$ cat src/rtl/prc_defines.svh
// register offsets, field positions, reset values and keys of the port block
`ifndef PRC_DEFINES_SVH
`define PRC_DEFINES_SVH

`define PRC_ADDR_DATA      8'h00
`define PRC_ADDR_DIR       8'h01
`define PRC_ADDR_PULLUP    8'h02
`define PRC_ADDR_WAKE      8'h03
`define PRC_ADDR_REMAP     8'h04
`define PRC_ADDR_ANALOG    8'h05
`define PRC_ADDR_ADC_CTL   8'h06

`define PRC_RST_DATA       8'hff
`define PRC_RST_DIR        8'hff
`define PRC_RST_PULLUP     8'h00
`define PRC_RST_WAKE       8'h00
`define PRC_RST_KEY        4'h5
`define PRC_RST_IRQ_LOC    1'b0
`define PRC_RST_TMR_LOC    2'h0
`define PRC_RST_ANALOG     8'hff
`define PRC_RST_ADC_ON     1'b0
`define PRC_RST_SYNC       8'hff

`define PRC_KEY_UNLOCK     4'ha
`define PRC_KEY_MSB        7
`define PRC_KEY_LSB        4
`define PRC_RSV_BIT        3
`define PRC_IRQ_LOC_BIT    2
`define PRC_TMR_LOC_MSB    1
`define PRC_TMR_LOC_LSB    0
`define PRC_ADC_ON_BIT     0

`define PRC_PIN_IRQ_HI     3'h7
`define PRC_PIN_IRQ_LO     3'h3

`endif

$ cat src/rtl/prc_pkg.sv
// types shared by the port remap block
package prc_pkg;

    // timer pin location codes
    typedef enum logic [1:0] {
        PRC_LOC_A,
        PRC_LOC_B,
        PRC_LOC_C,
        PRC_LOC_D
    } prc_timer_loc_t;

    typedef logic [2:0] prc_pin_idx_t;

endpackage

$ cat src/rtl/prc_top.sv
// port data, direction, wake-up and pin remap control for an 8-bit port
//
// Overview of operation
// - remap key resets 0101; 1010 unlocks selection
// - remap bit 3 always reads zero
// - location bit puts irq/timer1 clock at 7/3
// - timer pin field picks one of four maps
// - data and direction reset to all ones
// - output pin drives the data latch unless its mapped timer output is enabled
// - bit set/clear is read-modify-write of port
// - shared pins reset analog, converter stays off
// - enabled analog channel removes the pull-up
// - enabled falling edge wakes sleep/idle
// - direction one is input, zero output
// - output pin reads back its latch
// - wake enables reset zero, one enables
`timescale 1ns/1ps

`include "prc_defines.svh"

module prc_top (
    input  wire logic       sys_clk,
    input  wire logic       sys_rst,
    input  wire logic [7:0] reg_addr,
    input  wire logic       reg_wr_en,
    input  wire logic [7:0] reg_wdata,
    input  wire logic       reg_rd_en,
    output logic      [7:0] reg_rdata,
    input  wire logic       reg_bit_set,
    input  wire logic       reg_bit_clr,
    input  wire logic [2:0] reg_bit_index,
    input  wire logic [7:0] pin_in,
    output logic      [7:0] pin_out,
    output logic      [7:0] pin_oe,
    output logic      [7:0] pin_pullup_on,
    output logic      [7:0] pin_analog_on,
    output logic            adc_power_on,
    input  wire logic       timer0_output,
    input  wire logic       timer0_output_en,
    input  wire logic       timer1_output,
    input  wire logic       timer1_output_en,
    input  wire logic       timer2_output_a,
    input  wire logic       timer2_output_a_en,
    input  wire logic       timer2_output_b,
    input  wire logic       timer2_output_b_en,
    output logic            irq_input,
    output logic            timer0_clock_input,
    output logic            timer1_clock_input,
    output logic            timer2_clock_input,
    input  wire logic       sleep_mode,
    output logic            wake_request
);

    // ----------------------------------------
    // register state
    // ----------------------------------------

    logic [7:0]                 port_data_latch_reg;
    logic [7:0]                 port_direction_reg;
    logic [7:0]                 port_pullup_enable_reg;
    logic [7:0]                 port_wake_enable_reg;
    logic [3:0]                 remap_lock_key_reg;
    logic                       irq_timer1clk_location_reg;
    prc_pkg::prc_timer_loc_t    timer_pin_location_reg;
    logic [7:0]                 analog_select_reg;
    logic                       adc_power_reg;
    logic [7:0]                 rdata_reg;
    logic                       wake_reg;

    // ----------------------------------------
    // pin input synchronisers
    // ----------------------------------------

    logic [7:0] sync1_reg;
    logic [7:0] sync2_reg;
    logic [7:0] sync3_reg;
    logic [7:0] pin_level_reg;
    logic [7:0] pin_level_prev_reg;

    genvar gi;
    generate
        for (gi = 0; gi < 8; gi = gi + 1) begin : g_sync
            // three stages; level accepted once stages two and three agree
            always_ff @(posedge sys_clk) begin
                if (sys_rst) begin
                    sync1_reg[gi]          <= 1'b1;
                    sync2_reg[gi]          <= 1'b1;
                    sync3_reg[gi]          <= 1'b1;
                    pin_level_reg[gi]      <= 1'b1;
                    pin_level_prev_reg[gi] <= 1'b1;
                end else begin
                    sync1_reg[gi]          <= pin_in[gi];
                    sync2_reg[gi]          <= sync1_reg[gi];
                    sync3_reg[gi]          <= sync2_reg[gi];
                    if (sync2_reg[gi] == sync3_reg[gi]) begin
                        pin_level_reg[gi] <= sync3_reg[gi];
                    end
                    pin_level_prev_reg[gi] <= pin_level_reg[gi];
                end
            end
        end
    endgenerate

    // ----------------------------------------
    // register read view
    // ----------------------------------------

    logic [7:0] port_view;
    logic [7:0] remap_view;
    logic [7:0] read_view;

    // input pins show the pin level, output pins show the latch
    assign port_view = (port_direction_reg & pin_level_reg)
                     | (~port_direction_reg & port_data_latch_reg);

    // reserved bit is never stored and reads zero
    always_comb begin
        remap_view = 8'h00;
        remap_view[`PRC_KEY_MSB:`PRC_KEY_LSB] = remap_lock_key_reg;
        remap_view[`PRC_RSV_BIT] = 1'b0;
        remap_view[`PRC_IRQ_LOC_BIT] = irq_timer1clk_location_reg;
        remap_view[`PRC_TMR_LOC_MSB:`PRC_TMR_LOC_LSB] = timer_pin_location_reg;
    end

    // address decode for reads; unmapped offsets read zero
    always_comb begin
        unique case (reg_addr)
            `PRC_ADDR_DATA:    read_view = port_view;
            `PRC_ADDR_DIR:     read_view = port_direction_reg;
            `PRC_ADDR_PULLUP:  read_view = port_pullup_enable_reg;
            `PRC_ADDR_WAKE:    read_view = port_wake_enable_reg;
            `PRC_ADDR_REMAP:   read_view = remap_view;
            `PRC_ADDR_ANALOG:  read_view = analog_select_reg;
            `PRC_ADDR_ADC_CTL: read_view = {7'h00, adc_power_reg};
            default:           read_view = 8'h00;
        endcase
    end

    // ----------------------------------------
    // write path with bit read-modify-write
    // ----------------------------------------

    logic [7:0] bit_mask;
    logic       bit_op;
    logic       write_hit;
    logic [7:0] write_value;

    assign bit_mask = 8'h01 << reg_bit_index;
    assign bit_op   = reg_bit_set | reg_bit_clr;

    // whole port is read, one bit changed, all bits written back
    always_comb begin
        write_hit   = reg_wr_en | bit_op;
        write_value = reg_wdata;
        if (!reg_wr_en && reg_bit_set) begin
            write_value = read_view | bit_mask;
        end else if (!reg_wr_en && reg_bit_clr) begin
            write_value = read_view & ~bit_mask;
        end
    end

    // data latch; all ones after reset
    always_ff @(posedge sys_clk) begin
        if (sys_rst) begin
            port_data_latch_reg <= `PRC_RST_DATA;
        end else if (write_hit && reg_addr == `PRC_ADDR_DATA) begin
            port_data_latch_reg <= write_value;
        end
    end

    // direction; all inputs after reset
    always_ff @(posedge sys_clk) begin
        if (sys_rst) begin
            port_direction_reg <= `PRC_RST_DIR;
        end else if (write_hit && reg_addr == `PRC_ADDR_DIR) begin
            port_direction_reg <= write_value;
        end
    end

    // pull-up enables
    always_ff @(posedge sys_clk) begin
        if (sys_rst) begin
            port_pullup_enable_reg <= `PRC_RST_PULLUP;
        end else if (write_hit && reg_addr == `PRC_ADDR_PULLUP) begin
            port_pullup_enable_reg <= write_value;
        end
    end

    // wake-up enables; all disabled after reset
    always_ff @(posedge sys_clk) begin
        if (sys_rst) begin
            port_wake_enable_reg <= `PRC_RST_WAKE;
        end else if (write_hit && reg_addr == `PRC_ADDR_WAKE) begin
            port_wake_enable_reg <= write_value;
        end
    end

    // remap: key always writable, selection only under the unlock key
    always_ff @(posedge sys_clk) begin
        if (sys_rst) begin
            remap_lock_key_reg         <= `PRC_RST_KEY;
            irq_timer1clk_location_reg <= `PRC_RST_IRQ_LOC;
            timer_pin_location_reg     <= prc_pkg::prc_timer_loc_t'(`PRC_RST_TMR_LOC);
        end else if (write_hit && reg_addr == `PRC_ADDR_REMAP) begin
            remap_lock_key_reg <= write_value[`PRC_KEY_MSB:`PRC_KEY_LSB];
            if (remap_lock_key_reg == `PRC_KEY_UNLOCK) begin
                irq_timer1clk_location_reg <= write_value[`PRC_IRQ_LOC_BIT];
                timer_pin_location_reg     <= prc_pkg::prc_timer_loc_t'(
                    write_value[`PRC_TMR_LOC_MSB:`PRC_TMR_LOC_LSB]);
            end
        end
    end

    // analog channel selects; shared pins start analog
    always_ff @(posedge sys_clk) begin
        if (sys_rst) begin
            analog_select_reg <= `PRC_RST_ANALOG;
        end else if (write_hit && reg_addr == `PRC_ADDR_ANALOG) begin
            analog_select_reg <= write_value;
        end
    end

    // converter power stays off until software turns it on
    always_ff @(posedge sys_clk) begin
        if (sys_rst) begin
            adc_power_reg <= `PRC_RST_ADC_ON;
        end else if (write_hit && reg_addr == `PRC_ADDR_ADC_CTL) begin
            adc_power_reg <= write_value[`PRC_ADC_ON_BIT];
        end
    end

    // read data registered one cycle after the strobe
    always_ff @(posedge sys_clk) begin
        if (sys_rst) begin
            rdata_reg <= 8'h00;
        end else if (reg_rd_en) begin
            rdata_reg <= read_view;
        end
    end

    assign reg_rdata = rdata_reg;

    // ----------------------------------------
    // remap decode
    // ----------------------------------------

    prc_pkg::prc_pin_idx_t pin_tmr0_out;
    prc_pkg::prc_pin_idx_t pin_tmr1_out;
    prc_pkg::prc_pin_idx_t pin_tmr2_b;
    prc_pkg::prc_pin_idx_t pin_tmr2_a;
    prc_pkg::prc_pin_idx_t pin_irq;
    logic [11:0]           tmr_pin_group;

    // four fixed maps for the timer group: t0/timer2_clock_input, t1/timer0_clock_input, t2b, t2a
    always_comb begin
        unique case (timer_pin_location_reg)
            prc_pkg::PRC_LOC_A: tmr_pin_group = {3'h3, 3'h4, 3'h5, 3'h6};
            prc_pkg::PRC_LOC_B: tmr_pin_group = {3'h3, 3'h4, 3'h0, 3'h1};
            prc_pkg::PRC_LOC_C: tmr_pin_group = {3'h5, 3'h6, 3'h2, 3'h7};
            prc_pkg::PRC_LOC_D: tmr_pin_group = {3'h2, 3'h7, 3'h5, 3'h6};
        endcase
    end

    // split the selected map into one pin index per timer signal
    assign {pin_tmr0_out, pin_tmr1_out, pin_tmr2_b, pin_tmr2_a} = tmr_pin_group;

    // external interrupt and timer1 clock share one location
    assign pin_irq = irq_timer1clk_location_reg ? `PRC_PIN_IRQ_HI
                                                : `PRC_PIN_IRQ_LO;

    // ----------------------------------------
    // function inputs from pins
    // ----------------------------------------

    logic [7:0] digital_level;

    // analog pins give the digital functions a low, inactive level
    assign digital_level = pin_level_reg & ~analog_select_reg;

    assign irq_input          = digital_level[pin_irq];
    assign timer1_clock_input = digital_level[pin_irq];
    assign timer2_clock_input = digital_level[pin_tmr0_out];
    assign timer0_clock_input = digital_level[pin_tmr1_out];

    // ----------------------------------------
    // pin drivers
    // ----------------------------------------

    generate
        for (gi = 0; gi < 8; gi = gi + 1) begin : g_pin
            // timer output overrides the latch on its selected pin
            assign pin_out[gi] =
                (timer0_output_en   && pin_tmr0_out == 3'(gi)) ? timer0_output   :
                (timer1_output_en   && pin_tmr1_out == 3'(gi)) ? timer1_output   :
                (timer2_output_a_en && pin_tmr2_a   == 3'(gi)) ? timer2_output_a :
                (timer2_output_b_en && pin_tmr2_b   == 3'(gi)) ? timer2_output_b :
                port_data_latch_reg[gi];

            // drive only digital outputs; analog pins stay released
            assign pin_oe[gi] = ~port_direction_reg[gi]
                              & ~analog_select_reg[gi];

            // pull-up only on inputs, never on an enabled analog channel
            assign pin_pullup_on[gi] = port_pullup_enable_reg[gi]
                                     & port_direction_reg[gi]
                                     & ~analog_select_reg[gi];
        end
    endgenerate

    assign pin_analog_on = analog_select_reg;
    assign adc_power_on  = adc_power_reg;

    // ----------------------------------------
    // wake-up
    // ----------------------------------------

    logic [7:0] fall_edge;

    assign fall_edge = pin_level_prev_reg & ~pin_level_reg;

    // any enabled falling edge in sleep or idle gives a one-cycle pulse
    always_ff @(posedge sys_clk) begin
        if (sys_rst) begin
            wake_reg <= 1'b0;
        end else begin
            wake_reg <= sleep_mode && |(fall_edge & port_wake_enable_reg);
        end
    end

    assign wake_request = wake_reg;

endmodule
$ cat config.mk
export PLATFORM = sky130hd
export DESIGN_NAME = prc_top
export DESIGN_NICKNAME = d
export VERILOG_FILES = /design/src/rtl/prc_pkg.sv /design/src/rtl/prc_top.sv
export VERILOG_INCLUDE_DIRS = /design/src /design/src/rtl
export SDC_FILE = /design/constraint.sdc
export NUM_CORES = 1
export LEC_CHECK = 0
export BUFFER_PORTS_ARGS = -buffer_cell sky130_fd_sc_hd__buf_2
export CELL_PAD_IN_SITES_DETAIL_PLACEMENT = 0
export CELL_PAD_IN_SITES_GLOBAL_PLACEMENT = 1
export CORE_MARGIN = 1.5
export CORE_UTILIZATION = 45
export CTS_CLUSTER_DIAMETER = 150
export DETAILED_ROUTE_END_ITERATION = 10
export PLACE_DENSITY_LB_ADDON = 0.1
export RECOVER_POWER = 25
export SYNTH_ARGS = -nofsm -noshare
export SYNTH_HDL_FRONTEND = slang
export SYNTH_SLANG_ARGS = --single-unit
$ cat constraint.sdc
create_clock -name sys_clk -period 4.7 [get_ports sys_clk]
set_clock_uncertainty 0.15 [all_clocks]
set_input_delay 0.235 -clock sys_clk [delete_from_list [all_inputs] [get_ports sys_clk]]
set_output_delay 0.235 -clock sys_clk [all_outputs]
set_load 0.05 [all_outputs]
==> results of run 1 <==
-- metal layers --
layer / track usage [%] / share of wire (%) / vias up / wire (um)
met2: 39.7 / 44 / 195 / 6500
met4: 12.7 / 3.7 / 0 / 544
met5: 0 / 0 / - / 0
met3: 3.75 / 6.5 / 46 / 959
met1: 36.7 / 45 / 2253 / 6680
li1: - / - / 2304 / -
-- worst max-delay path, delay by kind of cell, from the launching register on --
family | cells | cell delay [ns]
compound gates | 1 | 0.17
buf+inv | 2 | 0.41
fa+ha+maj | 1 | 0.33
flops | 1 | 0.47
simple gates | 1 | 0.71
-- through the flow --
step	total power, mW	hold slack (ns)
2_1_floorplan	0.963	0.189
3_3_place_gp	1.01	0.241
3_5_place_dp	1.01	0.244
4_1_cts	1.55	0.0915
5_1_grt	1.61	0.132
6_report	1.54	0.102
-- worst paths after layout --
path / from / endpoint / cells after the start
max: timer_pin_location_reg[0] / pin_out[3] / 5
min: reg_rd_en / reg_rdata[3] / 3
max reg2reg: port_direction_reg[1] / pin_analog_on[1] / 5
min reg2reg: sync1_reg[0] / sync2_reg[0] / 1
-- repair_timing --
action,in CTS,in global routing
hold buffers,9,0
endpoints found under the hold margin,9,0
setup endpoints to repair,0,0
-- layout make-up --
cell class,count,area [um^2],share of cell area (%)
Clock buffer,9,124,2.18
Clock inverter,7,72.6,1.28
Inverter,9,33.8,0.595
Multi-Input combinational cell,445,2790,49.2
Sequential cell,97,1940,34.2
Tap cell,140,175,3.08
Timing Repair Buffer,100,542,9.54
-- cells in the final DEF, fill, tap and decap left out, types with 13 or more instances in the layout --
cell type and count:
o21ai_0 20, a211oi_1 16, nor2_1 68, a21oi_1 39, nand2b_1 13, dfxtp_1 97
o21bai_1 15, or2_2 32, mux2i_1 14, nor3_1 34, buf_2 76, nand2_1 39
-- power by group through the flow --
stage	registers (mW)	logic (mW)	clock network [mW]
detailed placement	0.857	0.157	0
global route	0.840	0.179	0.587
CTS	0.838	0.164	0.552
finish	0.838	0.165	0.542
floorplan	0.860	0.104	0
global placement	0.857	0.155	0
-- logic make-up (layout without fill, tap and decap cells) --
group,count (synthesis),after routing
compound gates,162,162
fa+ha+maj,6,6
buf+inv,48,125
flops,97,97
mux,26,26
simple gates,251,251
==> results.ini, run 1 <==
[run_status]
status=finished clean

[final_layout]
instances_no_fill=807
fin_util_pct=52.9
drive_gt1_share_pct=22.3
syn_to_final_growth_pct=15.2
fin_area_um2=5680
final_nets=710
antenna-diode-count=0
nFillCells=1114

[sta]
setup_viol_count_final=0
fin_crit_sh_pct=60.7
rsz0062_at_grt=no
finalHoldViolCount=0
tightest_slew_ns=1.20
tns_ns=0
fin_crit_ns=2.85
fmax_mhz=351
layout_setup_ws_ns=1.85
finalMaxSlewViolations=0
slew_headroom_pct=20.0

[pwr]
p_seq_share_pct=54.2
comb_power_share_pct=10.7
intPower_mw=1.10
power.switching_mw=0.441
ir_worst_vdd_mv=0.163
p_per_area_nw_per_um2=272
power.share.clock_pct=35.1
power.leakage_nw=2.17
switching_share_pct=28.6

[floorplan]
rows=38
design.core.area_um2=10700
ioPinCount=88
die_y_um=108
die_area_um2=11600
initial_utilization_pct=45.9
die_w_um=108

[job]
maxCapViolCount=0

[logic_synthesis]
ys.flop_type=dfxtp_1
synth_nets=638
yosysWarnings=0
synth_edf_count=0
synth-compound-area-share_pct=22.2
ys_types=62
synthTopCellsByCount=97 x dfxtp_1, 68 x nor2_1, 39 x a21oi_1, 39 x nand2_1, 34 x nor3_1
ys_async_sr_fraction_pct=0
synth_top_family_by_area=simple AND/OR/NAND/NOR gates
yosysTopAreaCellShare_pct=39.4
netlist_instances=590
netlist_top_cells_area=dfxtp_1 39%, nor2_1 5.2%, or2_2 4.1%, a21oi_1 4.0%, nor3_1 3.4%
syn_area_um2=4930
yosys_register_bits=97
syn_area_per_cell_um2=8.36
synth.most_common_cell=dfxtp_1
yosysTopAreaCell=dfxtp_1
synth_fa_ha_area_share_pct=1.52
synth_xor_area_share_pct=0
yosys.area_share.simple_pct=27.1
yosysSeqAreaShare_pct=39.4
synthMuxAreaShare_pct=5.81

[placement]
dp_slack_ns=1.72
placed_area_um2=5410
place_inst=782
portBuffers=87
hpwl_um=10800
place.gp.congestion=0.910

[grt]
grt_max_degree=91
grt_pass1_wl_um=23200
overflow=0
grt_pass1_vias=4361
grt_antenna_before_repair=0
grt_use_total_pct=26.3

[route]
post-route-drc-count=0
wl_per_cell_um=18.2
via_per_inst=5.95
drtPass1Iterations=5
antenna_left=0
num_vias=4798
postRouteWirelength_um=14700
drtIter0Drc=348

[cts]
post_cts_resized=0
cts_tree=done
clk_pin_slew_ns=0.10
h-tree-depth=3
cts_buffer_depth=2
clk-insertion-delay-late_ns=0.38
cts_sinks=97
clock-root-buffer=clkbuf_8
postCtsSetupRepairBufs=0
numCtsBuffers=9

[worst_setup_path]
r2r_slack_ns=2.68
criticalPathCategory=flip-flop to output pin
start_kind=flip-flop
worstPathCellList=inv_1, ha_1, or4b_2, o21ai_0, buf_2
slowest_delay_ns=0.71
cp.required_ns=4.32
cp_slowest_cell=or4b_2
crit_arrival_ns=2.47
end_kind=output pin
critPathMaxFanout=8

[min_path]
hp-class=input port to flip-flop

No activity file was read; power rests on OpenSTA's default activity.
==> run 2: changes to the inputs <==
ABC_AREA = 1   (was not set)
CORE_UTILIZATION = 40   (was 45)
clock period = 2.8 ns   (was 4.7 ns; I/O delays follow)
==> results.ini, run 2 <==
[placement]
portBuffers=87
hpwl_um=10800
place.gp.congestion=0.931
dp_slack_ns=0.561
place_inst=888
placed_area_um2=5340

[pwr]
power.leakage_nw=2.70
power.switching_mw=0.797
intPower_mw=2.11
power.share.clock_pct=41.7
p_seq_share_pct=48.6
p_per_area_nw_per_um2=509
ir_worst_vdd_mv=0.441
switching_share_pct=27.4
power_mw=2.91
comb_power_share_pct=9.7

[worst_setup_path]
rr_worst_depth=10
r2r-start=port_direction_reg[1]
start_kind=flip-flop
r2r_slack_ns=0.97
critPathMaxFanout=7
criticalPathCategory=flip-flop to output pin
worstReg2RegEnd=port_pullup_enable_reg[1]
end_kind=output pin
cp-startpoint=timer_pin_location_reg[0]
crit_arrival_ns=2.27
cp.required_ns=2.51
crit_end=pin_out[5]

[logic_synthesis]
synthTopCellsByCount=97 x dfxtp_1, 91 x nand2_1, 91 x nor2_1
netlist_instances=677
synth_nets=725
yosysTopAreaCell=dfxtp_1
syn_area_per_cell_um2=7.12
netlist_top_cells_area=dfxtp_1 40%, a21oi_1 7.2%, nand3_1 7.2%, nand2_1 7.1%, nor2_1 7.1%
ys_async_sr_fraction_pct=0
ys.flop_type=dfxtp_1
yosysSeqAreaShare_pct=40.3
synth.most_common_cell=dfxtp_1
ys_types=35
yosysTopAreaCellShare_pct=40.3
yosys_register_bits=97
syn_area_um2=4820
yosysWarnings=0
synth_edf_count=0

[final_layout]
antenna-diode-count=0
fin_area_um2=5720
final_nets=813
syn_to_final_growth_pct=18.7
mostFrequentLayoutCells=97 x dfxtp_1, 91 x nand2_1, 90 x nor2_1, 86 x buf_2
drive_gt1_share_pct=22.1
instances_no_fill=913
layout_commonest_cell=dfxtp_1
fin_util_pct=49.5

[route]
via_per_inst=5.25
post-route-drc-count=0
num_vias=4791
drtPass1Iterations=5
drtIter0Drc=392
antenna_left=0
wl_per_cell_um=15.9
postRouteWirelength_um=14600

[cts]
numCtsBuffers=9
cts_tree=done
clk_pin_slew_ns=0.08
cts_buffer_depth=2
h-tree-depth=3
clock-root-buffer=clkbuf_16
clk-insertion-delay-late_ns=0.36
cts_sinks=97
postCtsSetupRepairBufs=0

[grt]
grt_max_degree=59
grt_antenna_before_repair=0
grt_pass1_vias=4264
grt_use_total_pct=23.2
overflow=0
grt_pass1_wl_um=22700

[sta]
slew_headroom_pct=-58.2
finalMaxSlewViolations=59
fin_crit_sh_pct=91.4
finalHoldViolCount=0
hold_slack_ns=0.0263
rsz0062_at_grt=no
fin_crit_ns=2.56
setup_viol_count_final=0
tightest_slew_ns=2.37
tns_ns=0
fmax_mhz=391
layout_setup_ws_ns=0.240

[run_status]
violations=capacitance limit, slew limit
status=finished, violations left

[min_path]
hp-class=input port to flip-flop
hold_depth=3

[floorplan]
ioPinCount=88
die_area_um2=12700
die_w_um=113
die_y_um=113
rows=39
initial_utilization_pct=41.7
design.core.area_um2=11600

[job]
maxCapViolCount=1

==> run 2: worst min path at each step <==
stage | slack, ns | startpoint | to
global route | 0.07 | reg_rd_en | reg_rdata[3]
detailed placement | 0.17 | pin_in[2] | sync1_reg[2]
floorplan | 0.09 | pin_in[0] | sync1_reg[0]
CTS | 0.02 | reg_rd_en | reg_rdata[3]
global placement | 0.17 | pin_in[7] | sync1_reg[7]
finish | 0.03 | reg_rd_en | reg_rdata[3]
==> run 2: kinds of logic after synthesis <==
logic type / after synthesis / synth area share [%]
simple gates: 316 / 31.7
buf+inv: 90 / 7.94
mux: 1 / 0.208
compound gates: 167 / 18.3
fa+ha+maj: 6 / 1.56
flops: 97 / 40.3
==> run 2: layout make-up <==
class | count | area (um^2)
Sequential cell | 97 | 1940
Multi-Input combinational cell | 490 | 2500
Fill cell | 1222 | 5840
Timing Repair Buffer | 102 | 569
Clock buffer | 10 | 229
Clock inverter | 6 | 60.1
Tap cell | 143 | 179
Inverter | 65 | 244
==> run 2: critical path: stages (launching register included) <==
cell and delay [ns]:
dfxtp_1 0.43, inv_1 0.11, ha_1 0.30, nor2_2 0.20
nor2_1 0.06, inv_1 0.12, nand3_1 0.13, nand3b_1 0.12
o211ai_1 0.08, o21ai_0 0.10, clkbuf_4 0.27
==> run 2: power by group through the flow <==
stage | Clock [mW] | Sequential [mW] | Combinational [mW]
final | 1.21 | 1.41 | 0.283
after global routing | 1.29 | 1.42 | 0.306
after CTS | 1.23 | 1.41 | 0.280
after detailed placement | 0 | 1.44 | 0.270
after global placement | 0 | 1.44 | 0.268
after floorplan | 0 | 1.46 | 0.154
==> run 2: repair_timing <==
| action | CTS | global route |
|---|---|---|
| hold buffers | 9 | 0 |
| gates resized for setup | 0 | 2 |
| endpoints found under the hold margin | 9 | 0 |
| endpoints found under the setup margin | 0 | 1 |
==> run 2: routing by layer <==
| metal | wire length (um) | track usage [%] | vias to the layer above |
|---|---|---|---|
| met4 | 142 | 5.40 | 0 |
| met1 | 7070 | 32.6 | 2197 |
| li1 | - | - | 2429 |
| met3 | 745 | 4.50 | 14 |
| met2 | 6600 | 37.1 | 151 |
| met5 | 0 | 0 | - |
